## config.mk

```make
export PLATFORM = sky130hd
export DESIGN_NAME = sfr_smbus_fault
export DESIGN_NICKNAME = d
export VERILOG_FILES = /design/src/hw/sfr_pkg.sv /design/src/hw/sfr_smbus_fault.sv
export SDC_FILE = /design/constraint.sdc
export NUM_CORES = 1
export LEC_CHECK = 0
export BUFFER_PORTS_ARGS = -buffer_cell sky130_fd_sc_hd__buf_2
export CAP_MARGIN = 20
export CORE_MARGIN = 2
export CORE_UTILIZATION = 25
export CTS_CLUSTER_DIAMETER = 100
export DETAILED_ROUTE_END_ITERATION = 16
export HOLD_SLACK_MARGIN = 0.03
export SLEW_MARGIN = 15
export SYNTH_ARGS = -nofsm -noshare
export SYNTH_HDL_FRONTEND = slang
export SYNTH_SLANG_ARGS = --single-unit
```

## constraint.sdc

```tcl
create_clock -name clk_i -period 5.7 [get_ports clk_i]
set_input_delay 0.57 -clock clk_i [delete_from_list [all_inputs] [get_ports clk_i]]
set_output_delay 0.57 -clock clk_i [all_outputs]
set_load 0.01 [all_outputs]
```

## src/hw/sfr_pkg.sv

```systemverilog
// Package for the fault-report and alert slave of the dual socket power switch
// Assumes a 50 MHz system clock that oversamples the serial bus pins
package sfr_pkg;
    // ------------------------------------------------------------
    // Addresses
    // ------------------------------------------------------------
    localparam logic [6:0] SFR_ADDR_PTR   = 7'h0C;
    localparam logic [6:0] SFR_ADDR_A_LOW = 7'h50;
    localparam logic [6:0] SFR_ADDR_A_HI  = 7'h52;
    // ------------------------------------------------------------
    // Status byte layout and reset values
    // ------------------------------------------------------------
    localparam int         SFR_BIT_CAT    = 7;
    localparam int         SFR_BIT_F_LO   = 3;
    localparam int         SFR_BIT_CHAN   = 2;
    localparam logic       SFR_CHAN_DUAL  = 1'b0;
    localparam logic [3:0] SFR_FAULT_RST  = 4'h0;
    localparam logic       SFR_CAT_RST    = 1'b0;
    localparam logic       SFR_MASK_RST   = 1'b0;
    localparam logic [3:0] SFR_BITCNT_RST = 4'h0;
    localparam logic [7:0] SFR_SHIFT_RST  = 8'h00;

    // Fault monitor inputs
    typedef struct packed {
        logic thermal;
        logic uvlo;
        logic [3:0] over_current; // [3] socket A supply .. [0] socket B program
    } sfr_fault_type;

    typedef enum logic [2:0] {
        SFR_IDLE   = 3'b000,
        SFR_ADDR   = 3'b001,
        SFR_ACK    = 3'b010,
        SFR_TX     = 3'b011,
        SFR_MACK   = 3'b100,
        SFR_WRDATA = 3'b101,
        SFR_WRACK  = 3'b110,
        SFR_WAIT   = 3'b111
    } sfr_state_type;
endpackage

```

## src/hw/sfr_smbus_fault.sv

```systemverilog
// Serial-bus slave that reports latched faults and drives the alert line
// Assumes bus pins arrive asynchronously; open-drain pads resolved outside
// Contract
// Status bit 7 latches thermal or undervoltage catastrophic fault
// Bits 6..3 latch socket A supply, A program, B supply, B program faults
// Bit 2 unlatched, reads 0 for this dual-channel device
// Bits 1 and 0 reserved, unlatched, read zero
// Valid read address acknowledged; device then transmits synced to master clock
// Master ends each read by not acknowledging the byte
// Repeated start after a write is accepted, ready for read
// Device is slave only; its sole self-initiated action is pulling alert low
// Alert raised only for overcurrent, undervoltage lockout or thermal faults
// Power-on reset clears all registers; contents held while logic supply stays up
// Any fault asserts alert at once and latches it with pointer data
// Pointer-address read releases alert and returns own address
// Persisting fault reasserts alert after pointer read, latches not reloaded
// Spurious alert at power-up cleared by a pointer-address read
// Status read shifts byte out, then clears latches; present faults relatch
// Alerting device sends own address in first byte of pointer read
// Bit arbitration, lowest address wins; loser does not ack, keeps alert
// Host alert input is level sensitive
// Master changes data only after clock falling edge
// Reads answered only at channel-A address per select pin, or pointer address
// Pointer address recognised for every address-select setting
// Mask bit from channel-A command suppresses fault alerts; code ignores the written command and takes the mask from the alert_mask_i pin
// Bytes sent MSB first; after not-acknowledge release data, await stop/start
`timescale 1ns/100ps
module sfr_smbus_fault
    import sfr_pkg::*;
(
    // Clock and power-on reset
    input  wire logic          clk_i,
    input  wire logic          rst_n_i,
    // Serial bus pins
    input  wire logic          bus_clk_i,
    input  wire logic          bus_data_i,
    output logic               bus_data_o,
    output logic               bus_data_oe_o,
    // Alert open-drain pin
    output logic               alert_o,
    output logic               alert_oe_o,
    // Strap and settings
    input  wire logic          addr_select_i,
    input  wire logic          alert_mask_i,
    // Analog monitors
    input  sfr_pkg::sfr_fault_type fault_i,
    // Status view
    output logic [7:0]         fault_status_o
);
    import sfr_pkg::*;

    // ------------------------------------------------------------
    // Synchronisers
    // ------------------------------------------------------------
    logic [1:0] scl_s_q, sda_s_q, sel_s_q, msk_s_q;
    logic [7:0] flt_s1_q, flt_s2_q;
    logic       scl_d1_q, sda_d1_q;
    always_ff @(posedge clk_i or negedge rst_n_i) begin
        if (!rst_n_i) begin
            scl_s_q  <= 2'h3;
            sda_s_q  <= 2'h3;
            sel_s_q  <= 2'h0;
            msk_s_q  <= 2'h0;
            flt_s1_q <= 8'h00;
            flt_s2_q <= 8'h00;
            scl_d1_q <= 1'b1;
            sda_d1_q <= 1'b1;
        end else begin
            scl_s_q  <= {scl_s_q[0], bus_clk_i};
            sda_s_q  <= {sda_s_q[0], bus_data_i};
            sel_s_q  <= {sel_s_q[0], addr_select_i};
            msk_s_q  <= {msk_s_q[0], alert_mask_i};
            flt_s1_q <= {2'h0, fault_i};
            flt_s2_q <= flt_s1_q;
            scl_d1_q <= scl_s_q[1];
            sda_d1_q <= sda_s_q[1];
        end
    end

    logic scl, sda, scl_rise, scl_fall, start_ev, stop_ev;
    assign scl      = scl_s_q[1];
    assign sda      = sda_s_q[1];
    assign scl_rise = scl & ~scl_d1_q;
    assign scl_fall = ~scl & scl_d1_q;
    assign start_ev = scl & scl_d1_q & sda_d1_q & ~sda;
    assign stop_ev  = scl & scl_d1_q & ~sda_d1_q & sda;

    sfr_fault_type flt;
    logic          cat_now;
    logic [3:0]    oc_now;
    logic          any_fault;
    logic [6:0]    own_addr;
    assign flt       = sfr_fault_type'(flt_s2_q[5:0]);
    assign cat_now   = flt.thermal | flt.uvlo;
    assign oc_now    = flt.over_current | {4{flt.uvlo}};
    assign any_fault = cat_now | (|flt.over_current);
    assign own_addr  = sel_s_q[1] ? SFR_ADDR_A_HI : SFR_ADDR_A_LOW;

    // ------------------------------------------------------------
    // Bus state machine
    // ------------------------------------------------------------
    sfr_state_type st_q;
    logic [3:0]    cnt_q;
    logic [7:0]    sh_q;
    logic          rd_ptr_q;
    logic          lost_q;
    logic          status_done, ptr_done;
    logic          addr_ptr, addr_own, alert_q;
    logic [7:0]    status_byte;
    assign addr_ptr = sh_q[7:1] == SFR_ADDR_PTR;
    assign addr_own = sh_q[7:1] == own_addr;

    always_ff @(posedge clk_i or negedge rst_n_i) begin
        if (!rst_n_i) begin
            st_q     <= SFR_IDLE;
            cnt_q    <= SFR_BITCNT_RST;
            sh_q     <= SFR_SHIFT_RST;
            rd_ptr_q <= 1'b0;
            lost_q   <= 1'b0;
        end else if (start_ev) begin
            st_q  <= SFR_ADDR;
            cnt_q <= SFR_BITCNT_RST;
        end else if (stop_ev) begin
            st_q <= SFR_IDLE;
        end else begin
            case (st_q)
                SFR_ADDR: begin
                    if (scl_rise) begin
                        sh_q  <= {sh_q[6:0], sda};
                        cnt_q <= cnt_q + 4'h1;
                    end else if (scl_fall && cnt_q == 4'h8) begin
                        if (sh_q[0] && (addr_own || (addr_ptr && alert_q))) begin
                            st_q     <= SFR_ACK;
                            rd_ptr_q <= addr_ptr;
                        end else if (!sh_q[0] && addr_own) begin
                            st_q <= SFR_WRDATA;
                        end else begin
                            st_q <= SFR_WAIT;
                        end
                        cnt_q <= SFR_BITCNT_RST;
                    end
                end
                SFR_ACK: begin
                    if (scl_fall) begin
                        st_q   <= SFR_TX;
                        sh_q   <= rd_ptr_q ? {own_addr, 1'b1} : status_byte;
                        lost_q <= 1'b0;
                    end
                end
                SFR_TX: begin
                    if (scl_rise && rd_ptr_q && sh_q[7] && !sda) begin
                        lost_q <= 1'b1;
                    end
                    if (scl_fall) begin
                        sh_q  <= {sh_q[6:0], 1'b1};
                        cnt_q <= cnt_q + 4'h1;
                        if (cnt_q == 4'h7) begin
                            st_q <= SFR_MACK;
                        end
                    end
                end
                SFR_MACK: begin
                    if (scl_fall) begin
                        st_q <= SFR_WAIT;
                    end
                end
                SFR_WRDATA: begin
                    if (scl_fall) begin
                        st_q  <= SFR_WRACK;
                        cnt_q <= SFR_BITCNT_RST;
                    end
                end
                SFR_WRACK: begin
                    if (scl_rise && cnt_q < 4'h8) begin
                        cnt_q <= cnt_q + 4'h1;
                    end else if (scl_fall && cnt_q == 4'h8) begin
                        cnt_q <= 4'h9;
                    end else if (scl_fall && cnt_q == 4'h9) begin
                        st_q <= SFR_WAIT;
                    end
                end
                default: ;
            endcase
        end
    end

    // Completion of a read, seen at the master's ack slot
    assign status_done = st_q == SFR_MACK && scl_fall && !rd_ptr_q;
    assign ptr_done    = st_q == SFR_MACK && scl_fall && rd_ptr_q && !lost_q;

    // ------------------------------------------------------------
    // Fault latches and alert
    // ------------------------------------------------------------
    logic       cat_q;
    logic [3:0] oc_q;
    logic       armed;
    assign armed = ~msk_s_q[1] & any_fault;
    always_ff @(posedge clk_i or negedge rst_n_i) begin
        if (!rst_n_i) begin
            cat_q <= SFR_CAT_RST;
            oc_q  <= SFR_FAULT_RST;
        end else if (status_done) begin
            cat_q <= cat_now;
            oc_q  <= oc_now;
        end else if (!alert_q) begin
            cat_q <= cat_q | cat_now;
            oc_q  <= oc_q | oc_now;
        end
    end

    always_ff @(posedge clk_i or negedge rst_n_i) begin
        if (!rst_n_i) begin
            alert_q <= 1'b0;
        end else if (armed) begin
            alert_q <= 1'b1;
        end else if (ptr_done) begin
            alert_q <= 1'b0;
        end
    end

    assign status_byte = {cat_q, oc_q, SFR_CHAN_DUAL, 2'b00};

    // ------------------------------------------------------------
    // Pin drive
    // ------------------------------------------------------------
    logic drv_q;
    always_ff @(posedge clk_i or negedge rst_n_i) begin
        if (!rst_n_i) begin
            drv_q <= 1'b0;
        end else begin
            drv_q <= (st_q == SFR_ACK) || (st_q == SFR_WRDATA) || (st_q == SFR_WRACK && cnt_q == 4'h9)
                  || (st_q == SFR_TX && !sh_q[7] && !lost_q);
        end
    end
    assign bus_data_o     = 1'b0;
    assign bus_data_oe_o  = drv_q;
    assign alert_o        = 1'b0;
    assign alert_oe_o     = alert_q;
    assign fault_status_o = status_byte;

    // ------------------------------------------------------------
    // Checks
    // ------------------------------------------------------------
    property p_cat_bit;
        @(posedge clk_i) disable iff (!rst_n_i) cat_now && !alert_q |=> fault_status_o[7];
    endproperty
    a_cat_bit: assert property (p_cat_bit) else $error("cat bit");
    property p_fault_bits;
        @(posedge clk_i) disable iff (!rst_n_i) !alert_q |=> (fault_status_o[6:3] & $past(oc_now)) == $past(oc_now);
    endproperty
    a_fault_bits: assert property (p_fault_bits) else $error("fault bits");
    property p_low_bits;
        @(posedge clk_i) disable iff (!rst_n_i) fault_status_o[2:0] == 3'h0;
    endproperty
    a_low_bits: assert property (p_low_bits) else $error("low bits");
    property p_alert_set;
        @(posedge clk_i) disable iff (!rst_n_i) armed |=> alert_oe_o;
    endproperty
    a_alert_set: assert property (p_alert_set) else $error("alert not set");
    property p_alert_cause;
        @(posedge clk_i) disable iff (!rst_n_i) $rose(alert_q) |-> $past(armed);
    endproperty
    a_alert_cause: assert property (p_alert_cause) else $error("alert no cause");
    property p_alert_clr;
        @(posedge clk_i) disable iff (!rst_n_i) ptr_done && !armed |=> !alert_q;
    endproperty
    a_alert_clr: assert property (p_alert_clr) else $error("alert not cleared");
    property p_status_clr;
        @(posedge clk_i) disable iff (!rst_n_i) status_done |=> oc_q == $past(oc_now);
    endproperty
    a_status_clr: assert property (p_status_clr) else $error("latch not reloaded");
    property p_release;
        @(posedge clk_i) disable iff (!rst_n_i) st_q == SFR_WAIT ##1 st_q == SFR_WAIT |-> !bus_data_oe_o;
    endproperty
    a_release: assert property (p_release) else $error("data held");
    property p_hold;
        @(posedge clk_i) disable iff (!rst_n_i) alert_q && !status_done |=> oc_q == $past(oc_q);
    endproperty
    a_hold: assert property (p_hold) else $error("latch reloaded");
    property p_ack_drive;
        @(posedge clk_i) disable iff (!rst_n_i)
            (st_q == SFR_ACK || st_q == SFR_WRDATA) ##1 (st_q == SFR_ACK || st_q == SFR_WRDATA) |-> bus_data_oe_o;
    endproperty
    a_ack_drive: assert property (p_ack_drive) else $error("address not acknowledged");
    property p_mask;
        @(posedge clk_i) disable iff (!rst_n_i) msk_s_q[1] && !alert_q |=> !alert_q;
    endproperty
    a_mask: assert property (p_mask) else $error("masked fault raised alert");
    property p_tx_msb;
        @(posedge clk_i) disable iff (!rst_n_i)
            (st_q == SFR_TX && !lost_q) ##1 st_q == SFR_TX |-> bus_data_oe_o == !$past(sh_q[7]);
    endproperty
    a_tx_msb: assert property (p_tx_msb) else $error("data bit order");
    c_ptr: cover property (@(posedge clk_i) ptr_done);
    c_status: cover property (@(posedge clk_i) status_done);
    c_lost: cover property (@(posedge clk_i) lost_q && st_q == SFR_MACK);
    c_write: cover property (@(posedge clk_i) st_q == SFR_WRACK && scl_fall && cnt_q == 4'h9);
    c_relatch: cover property (@(posedge clk_i) status_done && any_fault);
endmodule

```

==> results of run 1 <==
[layout make-up]
class / instances / area [sq um]
fillers: 931 / 6191
flip-flops and latches: 46 / 1159
multi-input cells: 163 / 974.7
well taps: 108 / 135.1
repair buffers: 19 / 110.1
clock buffers: 5 / 68.82
clock inverters: 3 / 21.27
inverters: 5 / 18.77
[layer usage]
metal  track usage, %  wire, um
met5                0         0
met4            2.529        66
met2            15.18      2097
met1            12.92      2013
met3            2.057       189
[cell usage after synthesis (all sizes together) (5+ instances only)]
| cell | number |
|---|---|
| inv | 5 |
| dfstp | 6 |
| nand2b | 8 |
| dfrtp | 40 |
| a21oi | 13 |
| nand3 | 5 |
| clkbuf | 5 |
| nor2 | 13 |
| nand3b | 5 |
| buf | 11 |
| nand2 | 27 |
| o21ai | 26 |
[flip-flops by register name, indices dropped and copies added (netlist names), 3 cells and up]
| signal | cells |
|---|---|
| flt_s2_q | 6 |
| sh_q | 8 |
| oc_q | 4 |
| flt_s1_q | 6 |
| st_q | 3 |
| cnt_q | 4 |
[critical path: cells and delay by family (launching register included)]
family,cells,cell delay [ns]
AND/OR/NAND/NOR,2,0.64
flip-flops,1,0.81
AO/OA/AOI/OAI,2,0.57
[kinds of logic after synthesis]
kind of cell    share of synthesized area [%]
mux                                     1.345
flops                                   51.91
xor+xnor                                1.177
buf+inv                                 5.101
fa+ha+maj                               1.682
other cells                            0.1680
simple gates                            21.64
compound gates                          16.99
[cell usage in the layout (no fill, tap or decap), types with 6 or more instances in the layout]
cell type,instances
a21oi_1,13
buf_2,18
dfrtp_1,40
dfstp_2,6
nand2_1,27
nand2b_1,8
nor2_1,13
o21ai_0,14
o21ai_1,12
[how the worst max path moves through the flow]
stage	startpoint	cells past startpoint	to	slack, ns
2_1_floorplan	scl_d1_q	6	st_q[1]	3.84
3_3_place_gp	st_q[1]	5	sh_q[7]	3.72
3_5_place_dp	st_q[1]	4	st_q[1]	3.65
4_1_cts	st_q[1]	4	st_q[1]	3.63
5_1_grt	st_q[1]	4	st_q[1]	3.44
6_report	st_q[1]	4	st_q[1]	3.61
[report_power, final]
part           total, mW  switching (mW)  internal [mW]  leakage, nW
clock              0.199           0.113         0.0862       0.0441
combinational      0.117          0.0615         0.0551        0.430
sequential         0.412          0.0458          0.366        0.545
[per-stage QoR]
stage          util, %  cell area, sq um  setup slack, ns  hold WS, ns  power (mW)
2_1_floorplan        -              2247            3.844       0.2744      0.4969
3_3_place_gp     27.39              2377            3.723       0.3317      0.5301
3_5_place_dp     27.39              2377            3.654       0.3347      0.5342
4_1_cts          28.43              2467            3.632       0.3547      0.7336
5_1_grt          28.66              2487            3.439       0.1273      0.7710
6_report         28.66              2487            3.611       0.1199      0.7276
==> impl_metrics.csv, run 1 <==
group,metric,value,unit
status,status,"complete, no violations",
global_routing,grt_overflow,0,
sta,slew_viol_final,0,
pwr,p_leak,1.019,nW
sta,maxSlewHeadroom,52.89,%
worst_hold_path,min_path_type,"primary input to asynchronous set/reset pin",
clocking,post_cts_buffers,0,
setup_path,r2r_end,"st_q[1]",
logic_synthesis,netlist_area,2232,sq um
pwr,irDropWorstVdd,180.5,uV
drt,drc_errors,0,
sta,period_share,36.64,%
clocking,clockBufferDepth,2,
placed_design,dpl.hpwl,3.078,mm
sta,fmax,0.4788,GHz
setup_path,cpPeakStageDelay,0.81,ns
die,die_h,98.49,um
cells_and_area,fin_cells,349,
pwr,powerDensity,292.5,nW/um^2
clocking,cts_max_level,2,
die,core,8678,sq um
drt,drt_iter0_drc,107,
logic_synthesis,synth_async_sr_flop_share,100.0,%
die,die_width,98.49,um
cells_and_area,nets,255,
setup_path,timing.critical_path.arrival,2.32,ns
clocking,path_clk_slew,0.10,ns
die,die_area,9700,sq um
placed_design,dp_cells,340,
setup_path,crit_path_start_kind,"register",
logic_synthesis,synth_edf_count,0,
sta,fin_worst_skew,0.01550,ns
cells_and_area,drive_above_1_share,15.77,%
logic_synthesis,syn_inst,226,
global_routing,grt_max_degree,47,
logic_synthesis,yosys-top-cells-area,"dfrtp_1, dfstp_2, nand2_1",
die,pin_count,24,
logic_synthesis,ys_warn_count,0,
sta,finalHoldViolCount,0,
clocking,cts_resized,0,
placed_design,gp_congestion,0.8120,
clocking,cts.sinks,46,
setup_path,worstSetupEndpointType,"register",
global_routing,grt_pass1_vias,1540,
sta,worstMarginPinSlew,0.7066,ns
drt,ant_nets,0,
global_routing,grt_use_total,9.423,%
clocking,cts_tree,"built",
drt,vias,1633,
clocking,cts-root-buf,"clkbuf_8",
setup_path,crit_slowest_cell,"dfrtp_1",
global_routing,grt_pass1_wl,7.603,mm
clocking,clock_latency,0.30,ns
cells_and_area,n_antenna_cell,0,
setup_path,reg2reg_from,"st_q[1]",
logic_synthesis,synthFlopType,"dfrtp_1",
die,start_util,25.72,%
setup_path,reg2regPathDepth,4,
setup_path,r2r_slack,3.61,ns
cells_and_area,area_delta_synth_final,11.44,%
setup_path,crit_chain,"nor2_1 -> a221o_2 -> or4_1 -> a21boi_1",
job,drv_cap,0,
logic_synthesis,avgSynthCellArea,9.877,sq um
logic_synthesis,ys_seq_area_share,51.91,%
global_routing,antenna_found_initial,0,
sta,rsz0062_at_grt,"false",
setup_path,critPathMaxFanout,24,
drt,viasPerCell,4.679,
die,num_rows,34,
setup_path,critPathKind,"register to register",
logic_synthesis,ys_types,54,
drt,wl_per_cell,12.51,um
clocking,ctsHoldBuffers,0,
drt,wl,4.367,mm
logic_synthesis,synth_top_area_share,44.84,%
sta,fin_crit,2.089,ns
logic_synthesis,synth-seq-cells,46,
setup_path,critPathRequiredTime,5.94,ns
placed_design,io_buffers,18,
clocking,cts_buffers,5,
logic_synthesis,synth_top_area_cell,"dfrtp_1",
drt,first_pass_iters,4,
sta,setup_violations,0,
sta,tns,0,ns
No activity file was read; power rests on OpenSTA's default activity.
==> run 2: changes to the inputs <==
- clock period: 5.7 -> 2 ns (I/O delays scaled with it)
==> impl_metrics.csv, run 2 (synthesis results as in run 1) <==
group,metric,value,unit
global_routing,grt_max_degree,32,
setup_path,crit_path_start_kind,"register",
cells_and_area,nFillCells,922,
setup_path,crit_chain,"nand2b_2 -> a211o_1 -> and2_4 -> or4_1 -> a21boi_1",
clocking,cts_tree,"built",
setup_path,crit_start,"scl_d1_q",
global_routing,antenna_found_initial,0,
setup_path,r2r_slack,0.10,ns
placed_design,gp_congestion,0.7960,
cells_and_area,nets,276,
clocking,clockBufferDepth,2,
sta,fmax,0.5265,GHz
cells_and_area,drive_above_1_share,19.85,%
clocking,cts_buffers,5,
setup_path,critPathKind,"register to register",
cells_and_area,area_delta_synth_final,19.67,%
sta,fin_crit,1.899,ns
clocking,clock_latency,0.30,ns
drt,wl,4.450,mm
sta,period_share,94.97,%
global_routing,grt_overflow,0,
placed_design,place_ws,0.04372,ns
drt,drc_errors,0,
setup_path,cpPeakStageDelay,0.60,ns
placed_design,io_buffers,18,
drt,drt_iter0_drc,89,
worst_hold_path,min_path_type,"register to register",
placed_design,dpl.hpwl,3.241,mm
cells_and_area,largest-register,"sh_q",
die,die_width,98.49,um
sta,setup_violations,0,
die,start_util,25.72,%
die,core,8678,sq um
drt,wl_per_cell,12.03,um
job,drv_cap,0,
pwr,powerDensity,791.0,nW/um^2
setup_path,reg2reg_from,"scl_d1_q",
drt,viasPerCell,4.697,
global_routing,grt_use_total,9.634,%
die,die_area,9700,sq um
clocking,cts_max_level,2,
cells_and_area,largestRegisters,"sh_q x8, flt_s1_q x6, flt_s2_q x6",
setup_path,worstSetupEndpointType,"register",
drt,ant_nets,0,
die,die_h,98.49,um
drt,vias,1738,
clocking,post_cts_buffers,0,
cells_and_area,largest_reg_flops,8,
pwr,irDropWorstVdd,459.8,uV
sta,worstMarginPinSlew,0.6947,ns
clocking,cts.sinks,46,
die,pin_count,24,
sta,fin_worst_skew,0.003967,ns
cells_and_area,final_cell_mix,"dfrtp_1, nand2_1, buf_2, o21ai_0, a21oi_1",
sta,fin_ws,0.1005,ns
sta,slew_viol_final,0,
cells_and_area,multiInputGateArea,979.7,sq um
setup_path,critPathMaxFanout,8,
global_routing,grt_pass1_vias,1692,
sta,maxSlewHeadroom,53.69,%
clocking,cts-root-buf,"clkbuf_8",
die,num_rows,34,
setup_path,timing.critical_path.arrival,2.12,ns
sta,rsz0062_at_grt,"false",
clocking,path_clk_slew,0.09,ns
cells_and_area,seqCellArea,1161,sq um
sta,finalHoldViolCount,0,
drt,first_pass_iters,4,
status,status,"complete, no violations",
worst_hold_path,min-delay-start,"flt_s1_q[5]",
setup_path,critPathRequiredTime,2.22,ns
global_routing,grt_pass1_wl,7.755,mm
pwr,p_leak,1.108,nW
cells_and_area,n_antenna_cell,0,
cells_and_area,final_common_cell,"dfrtp_1",
sta,tns,0,ns
setup_path,crit_slowest_cell,"dfstp_2",
[run 2: cell types whose count changed in the layout (fill, tap and decap cells not counted)]
| cell | before | now |
|---|---|---|
| buf_12 | 1 | 0 |
| clkinv_2 | 1 | 0 |
| inv_6 | 0 | 1 |
| nor2_2 | 0 | 1 |
| dfrtp_2 | 0 | 2 |
| buf_4 | 0 | 11 |
| nand2b_2 | 0 | 1 |
| dlygate4sd3_1 | 0 | 11 |
| nor2_1 | 13 | 12 |
| nand2b_1 | 8 | 7 |
| dfrtp_1 | 40 | 38 |
[run 2: per-layer routing]
layer  global-route usage, %  routed length [um]  part of all wire (%)
met5                       0                   0                     0
met4                   3.477                  45                   1.0
met3                   2.128                 195                   4.4
met2                   15.86                2177                    49
met1                   12.52                2031                    46
[run 2: cell type report]
| class | count | share of cell area, % |
|---|---|---|
| flip-flops and latches | 46 | 43.47 |
| multi-input cells | 163 | 36.67 |
| repair buffers | 40 | 10.59 |
| well taps | 108 | 5.059 |
| clock buffers | 5 | 2.576 |
| clock inverters | 3 | 0.9368 |
| inverters | 5 | 0.7026 |
[run 2: path summary, 6_finish.rpt]
| path | endpoint | cells past startpoint |
|---|---|---|
| max | st_q[1] | 5 |
| min | flt_s2_q[5] | 0 |
| max reg2reg | st_q[1] | 5 |
| min reg2reg | flt_s2_q[5] | 0 |
| max in group asynchronous | flt_s2_q[2] | 3 |
| min in group asynchronous | cnt_q[3] | 2 |
[run 2: per-stage QoR]
| stage | hold slack [ns] | area (sq um) | util, % | total power, mW | cells |
|---|---|---|---|---|---|
| floorplan | -0.09559 | 2247 | - | 1.416 | 230 |
| global placement | 0.2864 | 2460 | 28.34 | 1.523 | 351 |
| detailed placement | 0.2902 | 2460 | 28.34 | 1.536 | 351 |
| CTS | 0.3554 | 2664 | 30.69 | 2.143 | 370 |
| global route | 0.3624 | 2671 | 30.78 | 2.249 | 370 |
| finish | 0.3533 | 2671 | 30.78 | 2.113 | 370 |
[run 2: worst max-delay path, delay by kind of cell (launching register included)]
kind	cells	cell delay [ns]
and+or+nand+nor	3	0.78
DFF	1	0.60
AOI/OAI and AO/OA	2	0.46
[run 2: power breakdown]
part	switching, mW	leakage, nW	internal, mW
Sequential	0.117	0.541	1.04
Clock	0.328	0.0447	0.252
Combinational	0.189	0.522	0.182
Total	0.635	1.11	1.48
[run 2: what timing repair did]
item / CTS / global route
hold buffers: 11 / 0
gates resized for setup: 0 / 4
endpoints found under the hold margin: 34 / 0
setup endpoints to repair: 0 / 5
==> run 3: changes to the inputs <==
- clock period: 2 -> 2.15 ns (I/O delays scaled with it)
==> impl_metrics.csv, run 3 (synthesis results as in run 1) <==
group,metric,value,unit
cells_and_area,area_delta_synth_final,19.62,%
sta,fin_crit,2.018,ns
clocking,path_clk_slew,0.09,ns
clocking,cts_tree,"built",
drt,vias,1719,
drt,drc_errors,0,
pwr,p_int,1.488,mW
placed_design,io_buffers,18,
sta,rsz0062_at_grt,"false",
die,die_area,9700,sq um
die,core,8678,sq um
pwr,p_leak,1.105,nW
cells_and_area,nFillCells,936,
cells_and_area,largestRegisters,"sh_q x8, flt_s1_q x6, flt_s2_q x6",
global_routing,grt_overflow,0,
drt,wl_per_cell,11.95,um
cells_and_area,largest_reg_flops,8,
cells_and_area,nets,272,
drt,drt_iter0_drc,109,
setup_path,crit_start,"scl_d1_q",
sta,worstMarginPinSlew,0.5161,ns
clocking,ctsHoldBuffers,11,
status,status,"complete, no violations",
global_routing,grt_max_degree,28,
clocking,cts_max_level,2,
setup_path,crit_path_start_kind,"register",
cells_and_area,n_antenna_cell,0,
setup_path,reg2reg_from,"scl_d1_q",
worst_hold_path,min_path_type,"register to register",
setup_path,worstSetupEndpointType,"register",
cells_and_area,drive_above_1_share,17.05,%
die,start_util,25.72,%
sta,finalHoldViolCount,0,
die,die_width,98.49,um
global_routing,grt_pass1_vias,1683,
sta,maxSlewHeadroom,65.59,%
pwr,power_switching_share,28.11,%
global_routing,grt_pass1_wl,7.590,mm
setup_path,critPathKind,"register to register",
clocking,cts-root-buf,"clkbuf_8",
pwr,sequentialPowerShare,52.5,%
drt,first_pass_iters,4,
sta,slew_viol_final,0,
cells_and_area,final_cell_mix,"dfrtp_1, nand2_1, buf_2, o21ai_0",
worst_hold_path,min_path_cells,0,
placed_design,dpl.hpwl,3.223,mm
setup_path,r2r_end,"st_q[1]",
setup_path,timing.critical_path.arrival,2.24,ns
clocking,post_cts_buffers,0,
setup_path,critPathRequiredTime,2.37,ns
clocking,cts.sinks,46,
die,pin_count,24,
global_routing,antenna_found_initial,0,
cells_and_area,largest-register,"sh_q",
setup_path,reg2regPathDepth,5,
cells_and_area,fin_util,30.77,%
pwr,power_frac_comb,16.1,%
clocking,clockBufferDepth,2,
pwr,powerDensity,775.2,nW/um^2
worst_hold_path,min-delay-start,"flt_s1_q[5]",
clocking,cts_resized,0,
global_routing,grt_use_total,9.405,%
pwr,irDropWorstVdd,426.9,uV
sta,fmax,0.4955,GHz
sta,fin_worst_skew,0.003520,ns
worst_hold_path,min_to,"flt_s2_q[5]",
cells_and_area,final_common_cell,"dfrtp_1",
placed_design,gp_congestion,0.8397,
sta,period_share,93.88,%
job,drv_cap,0,
die,die_h,98.49,um
clocking,clock_latency,0.29,ns
drt,ant_nets,0,
setup_path,critPathMaxFanout,8,
clocking,cts_buffers,5,
die,num_rows,34,
sta,tns,0,ns
drt,wl,4.374,mm
setup_path,r2r_slack,0.13,ns
pwr,power.switching,581.9,uW
drt,viasPerCell,4.697,
pwr,p_clk_share,31.5,%
sta,setup_violations,0,
-- run 3: worst max path at each step --
stage	endpoint	slack (ns)	depth (start not counted)
finish	st_q[1]	0.13	5
global route	st_q[1]	0.07	5
CTS	st_q[1]	0.15	5
detailed placement	st_q[1]	0.18	5
global placement	st_q[1]	0.23	5
floorplan	st_q[1]	0.29	6
-- run 3: critical path, stage by stage (launching register included) --
cell and delay, ns:
dfstp_2 0.59, nand2b_1 0.19, a211o_1 0.35, and2_4 0.15, or4_1 0.50, a21boi_1 0.15
-- run 3: cell type report --
type | count | area, sq um | area share, %
sequential | 46 | 1159 | 43.39
tap | 108 | 135.1 | 5.061
clock buffer | 5 | 68.82 | 2.577
multi-input combinational | 163 | 974.7 | 36.50
inverter | 5 | 18.77 | 0.7029
clock inverter | 3 | 48.80 | 1.828
timing repair buffer | 36 | 265.3 | 9.934
-- run 3: per-stage QoR --
step / total power, mW / setup slack, ns / hold WS, ns / std cells / area (sq um)
4_1_cts: 2.095 / 0.1526 / 0.3556 / 366 / 2670
5_1_grt: 2.195 / 0.06773 / 0.3663 / 366 / 2670
2_1_floorplan: 1.317 / 0.2937 / -0.08059 / 230 / 2247
3_5_place_dp: 1.420 / 0.1768 / 0.2192 / 347 / 2442
6_report: 2.070 / 0.1317 / 0.3542 / 366 / 2670
3_3_place_gp: 1.406 / 0.2340 / 0.2178 / 347 / 2442
-- run 3: layer usage --
metal / track usage (%) / vias to the layer above / routed length, um
met4: 3.267 / 0 / 68
met3: 2.057 / 6 / 139
met2: 16.38 / 33 / 2203
li1: - / 858 / -
met1: 11.52 / 822 / 1962
met5: 0 / - / 0
-- run 3: power by group through the flow --
| stage | logic, mW | registers (mW) | clock network [mW] |
|---|---|---|---|
| 6_report | 0.333 | 1.09 | 0.652 |
| 5_1_grt | 0.383 | 1.10 | 0.710 |
| 4_1_cts | 0.335 | 1.08 | 0.677 |
| 3_5_place_dp | 0.320 | 1.10 | 0 |
| 3_3_place_gp | 0.312 | 1.09 | 0 |
| 2_1_floorplan | 0.257 | 1.06 | 0 |
